$ cat config.mk
export PLATFORM = sky130hd
export DESIGN_NAME = tpo_top
export DESIGN_NICKNAME = d
export VERILOG_FILES = /design/src/rtl/tpo_pkg.sv /design/src/rtl/tpo_pulse_if.sv /design/src/rtl/tpo_top.sv /design/src/rtl/tpo_pulse.sv
export SDC_FILE = /design/constraint.sdc
export NUM_CORES = 1
export LEC_CHECK = 0
export BUFFER_PORTS_ARGS = -buffer_cell sky130_fd_sc_hd__buf_2
export CORE_MARGIN = 10
export CORE_UTILIZATION = 35
export CTS_CLUSTER_SIZE = 16
export DETAILED_ROUTE_END_ITERATION = 7
export GPL_TIMING_DRIVEN = 0
export PLACE_DENSITY = 0.53
export SETUP_SLACK_MARGIN = 0.2
export SYNTH_ARGS = -nofsm -noshare
export SYNTH_HDL_FRONTEND = slang
export SYNTH_SLANG_ARGS = --single-unit
$ cat constraint.sdc
create_clock -name i_mclk -period 14 [get_ports i_mclk]
set_clock_uncertainty 0.15 [all_clocks]
set_input_delay 2.1 -clock i_mclk [delete_from_list [all_inputs] [get_ports i_mclk]]
set_output_delay 2.1 -clock i_mclk [all_outputs]
set_load 0.01 [all_outputs]
$ cat src/rtl/tpo_pkg.sv
// constants and types shared by the timing pulse output design
package tpo_pkg;

   // ********************************************************
   // clock and time
   // ********************************************************
   localparam int unsigned CLK_PERIOD_NS = 10;
   localparam int unsigned NS_PER_SEC    = 1000000000;
   localparam logic [30:0] NS_STEP       = 31'(CLK_PERIOD_NS);
   localparam logic [30:0] NS_SEC        = 31'(NS_PER_SEC);
   localparam logic [30:0] PHASE_MAX     = 31'h7FFF_FFF0;
   // 10 MHz: period and high time in clock cycles
   localparam int unsigned TENM_PERIOD_NS = 100;
   localparam logic [3:0]  TENM_CYC  = 4'(TENM_PERIOD_NS / CLK_PERIOD_NS);
   localparam logic [3:0]  TENM_HIGH = 4'(TENM_PERIOD_NS / CLK_PERIOD_NS / 2);

   // ********************************************************
   // register map (byte addresses)
   // ********************************************************
   localparam logic [7:0] ADDR_CTRL    = 8'h00;
   localparam logic [7:0] ADDR_WIDTH   = 8'h04;
   localparam logic [7:0] ADDR_DELAY   = 8'h08;
   localparam logic [7:0] ADDR_PERIOD  = 8'h0C;
   localparam logic [7:0] ADDR_VALUE   = 8'h10;
   localparam logic [7:0] ADDR_PWIDTH  = 8'h14;
   localparam logic [7:0] ADDR_STATUS  = 8'h18;

   // ctrl write fields
   localparam int CTRL_MODE_LSB = 0;
   localparam int CTRL_INV_BIT  = 3;
   localparam int CTRL_SEL_LSB  = 4;
   // ctrl read layout: bnc at 0, digital at 4
   localparam int CTRL_DIG_LSB  = 4;
   // status fields
   localparam int STAT_EVEN_BIT = 17;
   localparam int STAT_SEEN_BIT = 18;

   localparam logic [1:0] SEL_ALL = 2'h0;
   localparam logic [1:0] SEL_BNC = 2'h1;
   localparam logic [1:0] SEL_DIG = 2'h2;

   // ********************************************************
   // ranges and reset values
   // ********************************************************
   localparam logic [28:0] WIDTH_MIN    = 29'd100;
   localparam logic [28:0] WIDTH_MAX    = 29'd500000000;
   localparam logic [28:0] WIDTH_RST    = 29'd100000000;
   localparam logic [16:0] PERIOD_MIN   = 17'd2;
   localparam logic [16:0] PERIOD_MAX   = 17'd100000;
   localparam logic [16:0] PERIOD_RST   = 17'd2;
   localparam logic [16:0] VALUE_RST    = 17'h0_0000;
   localparam logic [29:0] DELAY_LIMIT  = 30'd500000000;

   typedef enum logic [2:0] {
      MODE_OFF      = 3'h0,
      MODE_LOW      = 3'h1,
      MODE_HIGH     = 3'h2,
      MODE_PPS      = 3'h3,
      MODE_EVEN     = 3'h4,
      MODE_TENM     = 3'h5,
      MODE_PERIODIC = 3'h6
   } tpo_mode_t;

   typedef enum logic {
      PS_IDLE = 1'b0,
      PS_HIGH = 1'b1
   } tpo_pstate_t;

endpackage

$ cat src/rtl/tpo_pulse_if.sv
// carrier between the output logic and a pulse width timer
`timescale 1ns/1ps
interface tpo_pulse_if;
   logic        start;
   logic [28:0] width_ns;
   logic        level;

   modport gen
   (
      input  start,
      input  width_ns,
      output level
   );
   modport user
   (
      output start,
      output width_ns,
      input  level
   );
endinterface

$ cat src/rtl/tpo_top.sv
// timing pulse output: mode registers, delayed second tick, output drivers
//
// Chosen here: the plain strobed port and the register offsets.
`timescale 1ns/1ps

// Summary of operation
// - the coaxial output offers off, low, high, pps, even-second pulse, 10 MHz and periodic modes; the digital output lacks 10 MHz and periodic.
// - a mode write that names no output applies to every output.
// - a mode that an output does not support leaves that output unchanged.
// - invert flips every level of the output except off, and is only taken with a mode write.
// - the general width sets the pulse modes of both outputs, periodic uses its own width.
// - a signed delay in ns moves the coaxial second pulse, negative earlier, positive later.
// - the delay acts only on the coaxial pulse, never on the time base or the digital output.
// - a new delay is used from the very next emitted pulse without any restart.
// - second pulses are aligned to the UTC second mark of the time base.
// - the periodic period is accepted only from 2 to 100000 seconds.
// - the periodic pulse fires when the second count equals a value from 0 to period minus 1.
// - the periodic width is accepted only from 100 ns to 5E8 ns.
module tpo_top
   import tpo_pkg::*;
(
   input  wire logic        i_mclk,
   input  wire logic        i_reset,
   input  wire logic        i_pps_utc,
   input  wire logic        i_sec_even,
   input  wire logic [7:0]  i_addr,
   input  wire logic [31:0] i_wdata,
   input  wire logic        i_wr,
   input  wire logic        i_rd,
   output logic [31:0]      o_rdata,
   output logic             o_bnc,
   output logic             o_dig
);

   // ********************************************************
   // helpers
   // ********************************************************
   function automatic logic [16:0] sec_wrap(input logic [16:0] s, input logic [16:0] p);
      logic [16:0] n;
      n = s + 17'h1;
      return (n >= p) ? 17'h0 : n;
   endfunction

   function automatic logic width_ok(input logic [31:0] w);
      return (w >= {3'h0, WIDTH_MIN}) && (w <= {3'h0, WIDTH_MAX});
   endfunction

   function automatic logic out_level(input tpo_mode_t m, input logic inv,
                                      input logic pulse, input logic tenm);
      logic lv;
      lv = 1'b0;
      unique case (m)
         MODE_OFF:      lv = 1'b0;
         MODE_LOW:      lv = 1'b0;
         MODE_HIGH:     lv = 1'b1;
         MODE_TENM:     lv = tenm;
         MODE_PPS,
         MODE_EVEN,
         MODE_PERIODIC: lv = pulse;
      endcase
      // off stays quiet, every other level follows the invert flag
      return (m == MODE_OFF) ? 1'b0 : (lv ^ inv);
   endfunction

   // ********************************************************
   // state
   // ********************************************************
   tpo_mode_t          mode_bnc_r, mode_bnc_nxt;
   tpo_mode_t          mode_dig_r, mode_dig_nxt;
   logic               inv_bnc_r, inv_bnc_nxt;
   logic               inv_dig_r, inv_dig_nxt;
   logic [28:0]        width_r, width_nxt;
   logic signed [29:0] delay_r, delay_nxt;
   logic [16:0]        period_r, period_nxt;
   logic [16:0]        value_r, value_nxt;
   logic [28:0]        pwidth_r, pwidth_nxt;
   logic [16:0]        sec_r, sec_nxt;
   logic               even_r, even_nxt;
   logic               seen_r, seen_nxt;
   logic [30:0]        phase_r, phase_nxt;
   logic [3:0]         div_r, div_nxt;
   logic [31:0]        rdata_r, rdata_nxt;
   logic               bnc_r, bnc_nxt;
   logic               dig_r, dig_nxt;

   logic [30:0]        tgt_ns;
   logic               neg_dly;
   logic               tick_bnc;
   logic [16:0]        cnt_bnc;
   logic               even_bnc;
   logic               tenm_lv;
   logic [2:0]         wmode;
   logic [1:0]         wsel;
   logic [31:0]        wabs;

   tpo_pulse_if bnc_if ();
   tpo_pulse_if dig_if ();

   // ********************************************************
   // register writes
   // ********************************************************
   always_comb
   begin
      mode_bnc_nxt = mode_bnc_r;
      mode_dig_nxt = mode_dig_r;
      inv_bnc_nxt  = inv_bnc_r;
      inv_dig_nxt  = inv_dig_r;
      width_nxt    = width_r;
      delay_nxt    = delay_r;
      period_nxt   = period_r;
      value_nxt    = value_r;
      pwidth_nxt   = pwidth_r;
      wmode        = i_wdata[CTRL_MODE_LSB +: 3];
      wsel         = i_wdata[CTRL_SEL_LSB +: 2];
      wabs         = i_wdata[31] ? (32'h0 - i_wdata) : i_wdata;
      if (i_wr)
      begin
         unique case (i_addr)
            ADDR_CTRL:
            begin
               // code 7 names no mode; invert comes only with a valid mode
               if (wmode != 3'h7)
               begin
                  // coaxial output takes every mode
                  if (wsel == SEL_ALL || wsel == SEL_BNC)
                  begin
                     mode_bnc_nxt = tpo_mode_t'(wmode);
                     inv_bnc_nxt  = i_wdata[CTRL_INV_BIT];
                  end
                  // digital output has no 10 MHz or periodic drive
                  if ((wsel == SEL_ALL || wsel == SEL_DIG) && wmode <= MODE_EVEN)
                  begin
                     mode_dig_nxt = tpo_mode_t'(wmode);
                     inv_dig_nxt  = i_wdata[CTRL_INV_BIT];
                  end
               end
            end
            ADDR_WIDTH:
            begin
               if (width_ok(i_wdata))
               begin
                  width_nxt = i_wdata[28:0];
               end
            end
            ADDR_DELAY:
            begin
               // limited to half a second so the shifted pulse keeps its own second
               if (wabs <= {2'h0, DELAY_LIMIT})
               begin
                  delay_nxt = i_wdata[29:0];
               end
            end
            ADDR_PERIOD:
            begin
               if (i_wdata >= {15'h0, PERIOD_MIN} && i_wdata <= {15'h0, PERIOD_MAX}
                   && {15'h0, value_r} < i_wdata)
               begin
                  period_nxt = i_wdata[16:0];
               end
            end
            ADDR_VALUE:
            begin
               if (i_wdata < {15'h0, period_r})
               begin
                  value_nxt = i_wdata[16:0];
               end
            end
            ADDR_PWIDTH:
            begin
               if (width_ok(i_wdata))
               begin
                  pwidth_nxt = i_wdata[28:0];
               end
            end
            default:
            begin
            end
         endcase
      end
   end

   // ********************************************************
   // second tracking and delayed tick
   // ********************************************************
   always_comb
   begin
      sec_nxt   = sec_r;
      even_nxt  = even_r;
      seen_nxt  = seen_r;
      phase_nxt = phase_r;
      div_nxt   = div_r;
      if (i_pps_utc)
      begin
         sec_nxt   = sec_wrap(sec_r, period_r);
         even_nxt  = i_sec_even;
         seen_nxt  = 1'b1;
         phase_nxt = 31'h0;
         div_nxt   = 4'h0;
      end
      else
      begin
         // a lost time base freezes the phase rather than wrapping it
         if (phase_r < PHASE_MAX)
         begin
            phase_nxt = phase_r + NS_STEP;
         end
         div_nxt = (div_r == TENM_CYC - 4'h1) ? 4'h0 : div_r + 4'h1;
      end
   end

   // delay only moves where the coaxial tick falls; time base is untouched
   assign neg_dly  = delay_r[29];
   assign tgt_ns   = neg_dly ? (NS_SEC + {delay_r[29], delay_r}) : {1'b0, delay_r};
   // compared every cycle, so a fresh delay serves the next pulse
   assign tick_bnc = seen_r && !i_pps_utc && (phase_r <= tgt_ns)
                     && (tgt_ns < phase_r + NS_STEP);
   // an early pulse belongs to the second that is about to start
   assign cnt_bnc  = neg_dly ? sec_wrap(sec_r, period_r) : sec_r;
   assign even_bnc = neg_dly ? ~even_r : even_r;
   assign tenm_lv  = seen_r && (div_r < TENM_HIGH);

   // ********************************************************
   // pulse timers
   // ********************************************************
   always_comb
   begin
      unique case (mode_bnc_r)
         MODE_PPS:      bnc_if.start = tick_bnc;
         MODE_EVEN:     bnc_if.start = tick_bnc && even_bnc;
         MODE_PERIODIC: bnc_if.start = tick_bnc && (cnt_bnc == value_r);
         default:       bnc_if.start = 1'b0;
      endcase
      bnc_if.width_ns = (mode_bnc_r == MODE_PERIODIC) ? pwidth_r : width_r;
      unique case (mode_dig_r)
         MODE_PPS:  dig_if.start = i_pps_utc;
         MODE_EVEN: dig_if.start = i_pps_utc && i_sec_even;
         default:   dig_if.start = 1'b0;
      endcase
      dig_if.width_ns = width_r;
   end

   tpo_pulse u_bnc_pulse
   (
      .i_mclk  (i_mclk),
      .i_reset (i_reset),
      .pif     (bnc_if.gen)
   );

   tpo_pulse u_dig_pulse
   (
      .i_mclk  (i_mclk),
      .i_reset (i_reset),
      .pif     (dig_if.gen)
   );

   // ********************************************************
   // outputs and read data
   // ********************************************************
   always_comb
   begin
      bnc_nxt   = out_level(mode_bnc_r, inv_bnc_r, bnc_if.level, tenm_lv);
      dig_nxt   = out_level(mode_dig_r, inv_dig_r, dig_if.level, 1'b0);
      rdata_nxt = 32'h0;
      if (i_rd)
      begin
         unique case (i_addr)
            ADDR_CTRL:
            begin
               rdata_nxt[CTRL_MODE_LSB +: 3]              = mode_bnc_r;
               rdata_nxt[CTRL_INV_BIT]                    = inv_bnc_r;
               rdata_nxt[CTRL_DIG_LSB + CTRL_MODE_LSB +: 3] = mode_dig_r;
               rdata_nxt[CTRL_DIG_LSB + CTRL_INV_BIT]     = inv_dig_r;
            end
            ADDR_WIDTH:  rdata_nxt = {3'h0, width_r};
            ADDR_DELAY:  rdata_nxt = {{2{delay_r[29]}}, delay_r};
            ADDR_PERIOD: rdata_nxt = {15'h0, period_r};
            ADDR_VALUE:  rdata_nxt = {15'h0, value_r};
            ADDR_PWIDTH: rdata_nxt = {3'h0, pwidth_r};
            ADDR_STATUS:
            begin
               rdata_nxt[16:0]          = sec_r;
               rdata_nxt[STAT_EVEN_BIT] = even_r;
               rdata_nxt[STAT_SEEN_BIT] = seen_r;
            end
            default:     rdata_nxt = 32'h0;
         endcase
      end
   end

   always_ff @(posedge i_mclk or posedge i_reset)
   begin
      if (i_reset)
      begin
         mode_bnc_r <= MODE_OFF;
         mode_dig_r <= MODE_OFF;
         inv_bnc_r  <= 1'b0;
         inv_dig_r  <= 1'b0;
         width_r    <= WIDTH_RST;
         delay_r    <= 30'h0;
         period_r   <= PERIOD_RST;
         value_r    <= VALUE_RST;
         pwidth_r   <= WIDTH_RST;
         sec_r      <= 17'h0;
         even_r     <= 1'b0;
         seen_r     <= 1'b0;
         phase_r    <= 31'h0;
         div_r      <= 4'h0;
         rdata_r    <= 32'h0;
         bnc_r      <= 1'b0;
         dig_r      <= 1'b0;
      end
      else
      begin
         mode_bnc_r <= mode_bnc_nxt;
         mode_dig_r <= mode_dig_nxt;
         inv_bnc_r  <= inv_bnc_nxt;
         inv_dig_r  <= inv_dig_nxt;
         width_r    <= width_nxt;
         delay_r    <= delay_nxt;
         period_r   <= period_nxt;
         value_r    <= value_nxt;
         pwidth_r   <= pwidth_nxt;
         sec_r      <= sec_nxt;
         even_r     <= even_nxt;
         seen_r     <= seen_nxt;
         phase_r    <= phase_nxt;
         div_r      <= div_nxt;
         rdata_r    <= rdata_nxt;
         bnc_r      <= bnc_nxt;
         dig_r      <= dig_nxt;
      end
   end

   assign o_rdata = rdata_r;
   assign o_bnc   = bnc_r;
   assign o_dig   = dig_r;

endmodule

$ cat src/rtl/tpo_pulse.sv
// pulse width timer: holds level high for width_ns after start
`timescale 1ns/1ps
module tpo_pulse
   import tpo_pkg::*;
(
   input  wire logic  i_mclk,
   input  wire logic  i_reset,
   tpo_pulse_if.gen   pif
);

   tpo_pstate_t state_r;
   tpo_pstate_t state_nxt;
   logic [28:0] ns_r;
   logic [28:0] ns_nxt;
   logic [28:0] wid_r;
   logic [28:0] wid_nxt;

   // ********************************************************
   // next state
   // ********************************************************
   always_comb
   begin
      state_nxt = state_r;
      ns_nxt    = ns_r;
      wid_nxt   = wid_r;
      // a new start restarts the width, so a retrigger never truncates
      if (pif.start)
      begin
         state_nxt = PS_HIGH;
         ns_nxt    = NS_STEP[28:0];
         wid_nxt   = pif.width_ns;
      end
      else
      begin
         unique case (state_r)
            PS_IDLE:
            begin
               ns_nxt = 29'h0;
            end
            PS_HIGH:
            begin
               if (ns_r >= wid_r)
               begin
                  state_nxt = PS_IDLE;
               end
               else
               begin
                  ns_nxt = ns_r + NS_STEP[28:0];
               end
            end
         endcase
      end
   end

   always_ff @(posedge i_mclk or posedge i_reset)
   begin
      if (i_reset)
      begin
         state_r <= PS_IDLE;
         ns_r    <= 29'h0;
         wid_r   <= 29'h0;
      end
      else
      begin
         state_r <= state_nxt;
         ns_r    <= ns_nxt;
         wid_r   <= wid_nxt;
      end
   end

   assign pif.level = (state_r == PS_HIGH);

endmodule

# --- Word-level counts from Yosys, hierarchy flattened ---
# Cells that the tools add are included.
totals:
  reg_bits: 336
  input_bits: 46
  output_inout_bits: 34
  wordCells: 137
op_classes:
  n_addsub: 7
  n_lt_le_gt_ge: 15
  eq_ne: 25
  mux: 32
  bitwise: 5
  reduce_logical: 30
op_table:
  columns: ["cell", "count"]
  rows:
  - ["$mux 29", 5]
  - ["$pmux 29 s2", 2]
  - ["$mux 31", 3]
  - ["$pmux 11 s6", 1]
  - ["$le 32x29->1 const B", 2]
  - ["$mux 32", 2]
  - ["$add 29x4->29 const B", 2]
  - ["$ge 29x29->1", 2]
  - ["$pmux 8 s7", 1]
  - ["$pmux 13 s3", 1]
  - ["$mux 17", 2]
  - ["$ge 32x2->1 const B", 1]
  - ["$ge 32x7->1 const B", 1]
  - ["$le 32x17->1 const B", 1]
  - ["$lt 17x32->1", 1]
  - ["$lt 32x17->1", 1]
  - ["$sub 1x32->32 const A", 1]
  - ["$add 30x31->31 const A", 1]
  - ["$add 31x4->31 const B", 1]
  - ["$le 31x31->1", 1]
  - ["$lt 31x31->1", 1]
  - ["$lt 31x31->1 const B", 1]
  - ["$eq 8x5->1 const B", 3]
  - ["$eq 3x3->1 const B", 6]
  - ["other kinds (32)", 71]

# --- Longest topological paths before layout ---
# Gate-level depths: netlist (run 1).
logic_depth:
  ltp_word: 8
  mapped_depth: 23
  ltp_nobuf: 21

# --- By module ---
# A second synthesis (run 1) with hierarchy kept.
unflattened:
  hier_cells: 2381
  area_unflattened_um2: 22303.9
by_module_without_submodules:
  columns: ["module", "n_inst", "cells_per_inst", "area_per_inst_um2", "seq_area_each_um2"]
  rows:
  - ["tpo_top", 1, 1629, 15387.3, 5411.4]
  - ["tpo_pulse", 2, 376, 3458.3, 1451.4]

# --- Worst setup path after synthesis (run 1) ---
# Ideal clock, no wire load.
synth_path:
  path_type: "input-to-reg"
  startpoint: "input i_wdata[12]"
  endpoint: "register delay_r[10]"
  setup_ns: 0.125
  arrival_time_ns: 5.540
  t_required_ns: 13.725
  slack_ns: 8.185
  stages: 13
  path_buffers: 3
  path_cell_list: "buf_2 or4_1 buf_2 nor4b_4 and2_1 a21boi_0 mux2_2 nand2_1 or4_1 or4_1 a31o_2 buf_6 mux2_4"
synth_via:
  elab_chain_cells: 4
synth_rtl:
  columns: ["element", "line", "text"]
  rows:
  - ["from (decl)", "tpo_top.sv:27", "input wire logic [31:0] i_wdata,"]
  - ["$sub 1x32->32", "tpo_top.sv:115", "wabs = i_wdata[31] ? (32'h0 - i_wdata) : i_wdata;"]
  - ["$mux 32 (*)", "tpo_top.sv:115", null]
  - ["$le 32x29->1 (*)", "tpo_top.sv:148", "if (wabs <= {2'h0, DELAY_LIMIT})"]
  - ["$reduce_and 3->1 (no source line) (*)", null, null]
  - ["to (signal assigned)", "tpo_top.sv:319", "delay_r <= delay_nxt;"]
  - ["to (decl)", "tpo_top.sv:73", "logic signed [29:0] delay_r, delay_nxt;"]
# Every way passes the cells marked *; elsewhere a longest branch is shown, timed or not.
# A chain may end at the register's enable or synchronous reset.

# --- Worst setup path in the final report (run 1) ---
layout_path:
  startpoint: "register delay_r[29]"
  endpoint: "register u_bnc_pulse.wid_r[25]"
layout_via:
  elab_chain_cells: 7
  elab_cells_between_ends: 12
  classes_between: "add/sub: 1; order compare: 2; eq/ne: 1; mux: 4; reduce/logical: 4"
layout_rtl:
  columns: ["element", "line", "text"]
  rows:
  - ["$add 30x31->31", "tpo_top.sv:213", "assign tgt_ns = neg_dly ? (NS_SEC + {delay_r[29], delay_r}) : {1'b0, delay_r};"]
  - ["$mux 31", "tpo_top.sv:213", null]
  - ["$le 31x31->1", "tpo_top.sv:215", "assign tick_bnc = seen_r && !i_pps_utc && (phase_r <= tgt_ns)"]
  - ["$logic_and 1x1->1", "tpo_top.sv:215", null]
  - ["$logic_and 1x1->1", "tpo_top.sv:216", "&& (tgt_ns < phase_r + NS_STEP);"]
  - ["$logic_and 1x1->1, on equally long branches", "tpo_top.sv:230, tpo_top.sv:229", null]
  - ["$pmux 1 s3 (*)", "tpo_top.sv:227", "unique case (mode_bnc_r)"]
  - ["to (signal assigned)", "tpo_pulse.sv:67", "wid_r <= wid_nxt;"]
  - ["to (decl)", "tpo_pulse.sv:15", "logic [28:0] wid_r;"]
# Marked as above.

==> flow_summary.toml, run 1 <==
[timing]
maxSlewViolCount = 0
relSlewSlack = 0.0951
timing.final.crit_share = 0.606
max_freq_mhz = 118
rsz0062_at_grt = "no"
worst_slack_ps = 5520
hold_violations = 0
fin_crit_ps = 8480
finalSetupViolCount = 0
tightestPinTransition_ps = 1350

[grt]
grt_pass1_wl_um = 111000
antenna_found_initial = 8
track_usage = 0.204
grt-ovfl-total = 0
grt_max_degree = 129
grt_pass1_vias = 17500

[routing]
dr.pass1.iters = 8
drt-initial-drc-count = 1397
wl_per_cell_um = 23.6
totalWireLength_um = 73100
drc_errors = 0
vias = 17400
ant_nets = 0
avgViaCountPerCell = 5.62

[logic_synthesis]
ys_seq_elements = 331
ys_warn_count = 0
synth-seq-area-share = 0.392
synth.avg_cell_area_um2 = 9.76
syn-num-nets = 2391
ys_top_cells_by_area = "dfrtp_1, ha_1, mux2_2"
synth_top_area_frac = 0.361
async_reset_ff_frac = 1.00
synthFlopType = "dfrtp_1"
synth_edf_count = 0
synthCells = 2171
netlist_area_mm2 = 0.0212
yosys.area.top_type = "dfrtp_1"
synth_cell_types = 73

[final_layout]
drive_gt1_frac = 0.156
area_growth_pct = 12.7
final_cell_area_mm2 = 0.0239
nNetsFinal = 2509
multi_input_area_mm2 = 0.0118
nFillCells = 6054
regArea_mm2 = 0.00831

[clocking]
clock_latency_ps = 570
cts_resized = 0
clock-sinks = 331
cts_buffers = 40
clk_pin_slew_worst_paths_ps = 60
cts_tree = "yes"
cts_setup_buffers = 0
hold_buffers = 0
h-tree-depth = 2
cts_max_path_buffers = 3
root_buffer = "clkbuf_16"

[pwr]
max-vdd-ir-drop_mv = 0.0648
p_leak_uw = 0.0110
p_per_area_mw_per_mm2 = 97.9

[critical_path]
arrival_ps = 8790
path_cells = "clkbuf_1, clkbuf_1, clkbuf_1, clkbuf_1, buf_1, nand2_1, xnor2_1, inv_1, ha_1, nand4_1, nor4_1, nand2_1, nor3_1, mux2i_1, o21ai_0, nand4_1, or4_1, or3_1, buf_2, clkbuf_1, o221a_2"
r2r_slack_ps = 5520
critical_path.max_fanout = 10
cp-end-kind = "flip-flop"
crit_required_ps = 14300
path_class = "flip-flop to flip-flop"
cpMaxStageDelayCell = "or4_1"
cp-start-kind = "flip-flop"
cpMostUsedCell = "clkbuf_1"
cpPeakStageDelay_ps = 950

[min_path]
min_path_type = "flip-flop to flip-flop"

[floorplanning]
dieArea_mm2 = 0.0708
rows = 90
start_util = 0.352
core_area_mm2 = 0.0601
ios = 80
die_h_um = 266
dieWidth_um = 266

[outcome]
outcome = "finished clean"

[place]
portBuffers = 74
dp_hpwl_um = 56500
dpl_cell_area_mm2 = 0.0226
place_congestion = 0.962
place_ws_ps = 5640

[job]
drv_cap = 0
[cell usage in the layout (no fill, tap or decap), types with 39 or more instances in the layout]
cell type / count
dfrtp_1: 306
ha_1: 174
inv_1: 148
nor2_1: 147
nand2_1: 136
mux2_2: 116
o21ai_0: 114
clkbuf_1: 97
xnor2_1: 91
buf_2: 82
a21oi_1: 78
mux2i_1: 72
nand3_1: 64
nand4_1: 53
xor2_1: 41
clkbuf_16: 40
nor3_1: 39
[per-stage QoR]
stage	TNS [ps]	util	hold slack, ps	power (uW)	instances
2_1_floorplan	0	-	325	1210	2171
3_3_place_gp	-429460	0.375	343	1310	3027
3_5_place_dp	0	0.376	343	1320	3029
4_1_cts	0	0.397	360	2360	3102
5_1_grt	0	0.397	374	2440	3102
6_report	0	0.397	357	2340	3103
[critical path, delay by kind of cell (launching register included)]
family                   cells  cell delay, ps
AO/OA/AOI/OAI                2             410
AND/OR/NAND/NOR              8            3160
multiplexers                 1             120
flip-flops                   1             500
buffers and inverters        8            3290
XOR/XNOR                     1             380
adder cells (fa/ha/maj)      1             310
[logic make-up (layout without fill, tap and decap cells)]
kind of cell,count (synthesis),in the layout,synth area share
simple gates,646,646,0.157
flops,331,331,0.392
fa+ha+maj,174,174,0.103
compound gates,415,415,0.133
xor+xnor,132,132,0.0546
buf+inv,261,410,0.0485
other cells,2,3,0.000354
mux,210,210,0.111
[power breakdown]
part           switching [uW]  total [uW]  internal, uW  leakage, uW
logic                     195         301           106      0.00599
clock network             433        1030           601     0.000627
registers                23.3        1000           980      0.00435
total                     652        2340          1690       0.0110
[layout make-up]
| class | instances | share of cell area |
|---|---|---|
| inverters | 149 | 0.0237 |
| plain buffers | 112 | 0.0196 |
| diodes | 1 | 0.000105 |
| repair buffers | 76 | 0.0178 |
| clock buffers | 61 | 0.0494 |
| flip-flops and latches | 331 | 0.348 |
| well taps | 782 | 0.0410 |
| clock inverters | 12 | 0.00450 |
| multi-input cells | 1579 | 0.496 |
[metal layers]
layer / vias to the layer above / GRT usage / wire length (um)
met4: 6 / 0.0493 / 1540
met1: 8769 / 0.285 / 34500
li1: 8068 / - / -
met2: 506 / 0.317 / 32000
met5: - / 0 / 38
met3: 85 / 0.0440 / 5060
[flip-flops by register name (all words and copies together), names as in the netlist, 29 cells and up]
register	cells
phase_r	30
delay_r	30
pwidth_r	29
u_dig_pulse.wid_r	29
dig_if.width_ns	29
o_rdata	30
u_bnc_pulse.wid_r	29
[synthesized netlist by cell type, types with 18 or more instances]
cell type	number
and2_1	20
nor4_1	18
xnor2_1	91
nor3_1	39
dfrtp_1	306
and3_1	23
nand3_1	64
a21o_1	33
mux2_4	22
mux2_2	116
o221a_2	29
nand2_1	136
dfstp_2	25
or3_1	38
nor3b_1	20
o21ai_0	114
nor2_1	147
nand4_1	53
a21oi_1	78
ha_1	174
xor2_1	41
nor2b_1	25
mux2i_1	72
nand2b_1	19
clkbuf_1	86
inv_1	149
[path summary, 6_finish.rpt]
check | from | end | cells after the start
max in group asynchronous | i_reset | seen_r | 3
setup reg to reg | delay_r[29] | u_bnc_pulse.wid_r[25] | 21
hold / removal | u_dig_pulse.wid_r[2] | u_dig_pulse.wid_r[2] | 1
setup / recovery | delay_r[29] | u_bnc_pulse.wid_r[25] | 21
min in group asynchronous | i_reset | u_bnc_pulse.wid_r[27] | 2
hold reg to reg | u_dig_pulse.wid_r[2] | u_dig_pulse.wid_r[2] | 1
No activity file was read; power rests on OpenSTA's default activity.
==> inputs of run 2 (changes only) <==
ABC_AREA = 1   (was not set)
PLACE_DENSITY = 0.55   (was 0.53)
clock period = 7.8 ns   (was 14 ns; I/O delays follow)
==> run 2 against run 1 <==
Against the previous run:
- first-iteration DRC count grew 34%
- sequential share of layout area is 0.77 points lower
- wire length grew 7.5%
- worst setup slack worse by 3400 ps
- final cell count is 20% higher
- synthesized cell count increased by 28%
- critical path depth fell by 2
- via count grew 16%
- cell area up 2.3%
- maximum frequency grew 50%
- critical endpoint is now u_bnc_pulse.ns_r[20]
==> flow_summary.toml, run 2 <==
[outcome]
outcome = "finished clean"

[logic_synthesis]
synth_edf_count = 0
netlist_area_mm2 = 0.0215
yosys.area.top_type = "dfrtp_1"
synth.avg_cell_area_um2 = 7.71
synth.most_common_cell = "nand2_1"
ys_top_cells_by_area = "dfrtp_1, nand2_1, ha_1"
synthCells = 2784
syn-num-nets = 3004
ys_seq_elements = 331
async_reset_ff_frac = 1.00
synth-seq-area-share = 0.387
synthTopCellsByCount = "nand2_1, inv_1, dfrtp_1"
synth_cell_types = 57
ys_warn_count = 0
synth_top_area_frac = 0.357
synthFlopType = "dfrtp_1"

[clocking]
clock_latency_ps = 590
cts_buffers = 42
root_buffer = "clkbuf_16"
cts_max_path_buffers = 3
cts_resized = 0
h-tree-depth = 2
cts_tree = "yes"
clock-sinks = 331
clk_pin_slew_worst_paths_ps = 60
cts_setup_buffers = 0
hold_buffers = 0

[routing]
ant_nets = 0
totalWireLength_um = 78600
drt-initial-drc-count = 1865
avgViaCountPerCell = 5.43
vias = 20300
wl_per_cell_um = 21.1
dr.pass1.iters = 8
drc_errors = 0

[final_layout]
drive_gt1_frac = 0.0795
area_growth_pct = 13.8
post-route-util = 0.403
mostFrequentLayoutCells = "nand2_1, inv_1, dfrtp_1, o21ai_0, nor2_1"
final_common_cell = "nand2_1"
nFillCells = 6282
nNetsFinal = 3133

[grt]
grt_pass1_wl_um = 120000
grt_max_degree = 44
grt-ovfl-total = 0
grt_pass1_vias = 19900
antenna_found_initial = 5
track_usage = 0.217

[min_path]
hold_start = "delay_r[15]"
whs_path_depth = 2
hold_end = "delay_r[15]"
min_path_type = "flip-flop to flip-flop"

[timing]
finalSetupViolCount = 0
hold_violations = 0
maxSlewViolCount = 0
relSlewSlack = 0.153
timing.final.crit_share = 0.726
max_freq_mhz = 177
tightestPinTransition_ps = 1270
rsz0062_at_grt = "no"
fin_crit_ps = 5660

[pwr]
p_per_area_mw_per_mm2 = 184
p_leak_uw = 0.0111
max-vdd-ir-drop_mv = 0.144
total_power_uw = 4490

[critical_path]
r2r-start = "delay_r[29]"
cpMaxStageDelayCell = "a21oi_1"
path_cells = "clkbuf_1, clkbuf_1, buf_1, clkbuf_1, nand2_1, xor2_1, inv_1, ha_1, a21oi_1, o21ai_0, a21oi_1, nand2_1, a21oi_1, o31ai_1, a21oi_1, nand2_2, inv_2, buf_2, nor2_1"
critical_path.max_fanout = 10
cpMostUsedCell = "a21oi_1"
cp-start-kind = "flip-flop"
reg2reg_to = "u_bnc_pulse.ns_r[20]"
ff2ff_path_depth = 19
cpPeakStageDelay_ps = 750
crit_required_ps = 8110
arrival_ps = 5970
r2r_slack_ps = 2140
path_class = "flip-flop to flip-flop"
cp-end-kind = "flip-flop"

[place]
portBuffers = 76
place_congestion = 0.978
dp_hpwl_um = 61700

[floorplanning]
die_h_um = 268
ios = 80
core_area_mm2 = 0.0606
start_util = 0.354
dieArea_mm2 = 0.0716
dieWidth_um = 268
rows = 90

[job]
drv_cap = 0
run 2: cell count changes after synthesis, sizes merged, moves of 38 or more:
cell | before | now
nand3 | 64 | 122
xor2 | 41 | 90
inv | 149 | 366
o21ai | 118 | 289
xnor2 | 91 | 15
mux2 | 138 | 0
nor2 | 147 | 190
or3 | 38 | 0
mux2i | 72 | 19
nand2 | 136 | 638
run 2: cell families after synthesis:
kind of cell / synth area share
simple gates: 0.225
compound gates: 0.147
buf+inv: 0.0867
flops: 0.387
fa+ha+maj: 0.101
xor+xnor: 0.0436
mux: 0.00886
other cells: 0.000350
run 2: power breakdown:
part | switching, uW | total, uW | internal, uW
Sequential | 69.4 | 1850 | 1780
Clock | 822 | 2040 | 1210
Combinational | 403 | 604 | 201
run 2: critical path, delay by kind of cell (launching register included):
family | cells | cell delay, ps
and+or+nand+nor | 4 | 470
buffers and inverters | 7 | 2380
AOI/OAI and AO/OA | 6 | 1440
adders and majority gates | 1 | 320
xor gates and xnor gates | 1 | 320
DFF | 1 | 420
run 2: final cells by class:
type / instances / area [um^2] / share of cell area
multi-input cells: 1977 / 11300 / 0.462
flip-flops and latches: 331 / 8310 / 0.340
clock inverters: 17 / 219 / 0.00896
repair buffers: 85 / 561 / 0.0229
inverters: 376 / 1420 / 0.0579
clock buffers: 58 / 1200 / 0.0492
diodes: 2 / 5.00 / 0.000205
plain buffers: 100 / 449 / 0.0184
well taps: 782 / 978 / 0.0401
run 2: through the flow:
stage	std cells	worst slack (ps)	instance area (um^2)	hold WS, ps	setup TNS, ps
final	3728	2140	24400	331	0
after global routing	3726	1660	24400	354	0
after CTS	3726	2160	24400	333	0
after detailed placement	3651	2170	23000	318	0
after global placement	3642	-163	22800	305	-31480
after floorplan	2784	2080	21500	292	0
run 2: worst max-delay path by stage:
| stage | from | end | slack, ps | cells after the start |
|---|---|---|---|---|
| floorplan | i_reset | delay_r[0] | 2080 | 1 |
| global placement | i_reset | u_bnc_pulse.ns_r[25] | -160 | 2 |
| detailed placement | phase_r[1] | u_bnc_pulse.ns_r[8] | 2170 | 19 |
| CTS | phase_r[1] | u_bnc_pulse.ns_r[20] | 2160 | 19 |
| global route | phase_r[1] | u_bnc_pulse.ns_r[14] | 1660 | 19 |
| finish | delay_r[29] | u_bnc_pulse.ns_r[20] | 2140 | 19 |
run 2: metal layers:
metal | global-route usage | part of all wire | up-vias
met3 | 0.0505 | 0.076 | 153
met1 | 0.284 | 0.44 | 9804
li1 | - | - | 9589
met4 | 0.0893 | 0.040 | 6
met5 | 0 | 0.00046 | -
met2 | 0.341 | 0.44 | 705
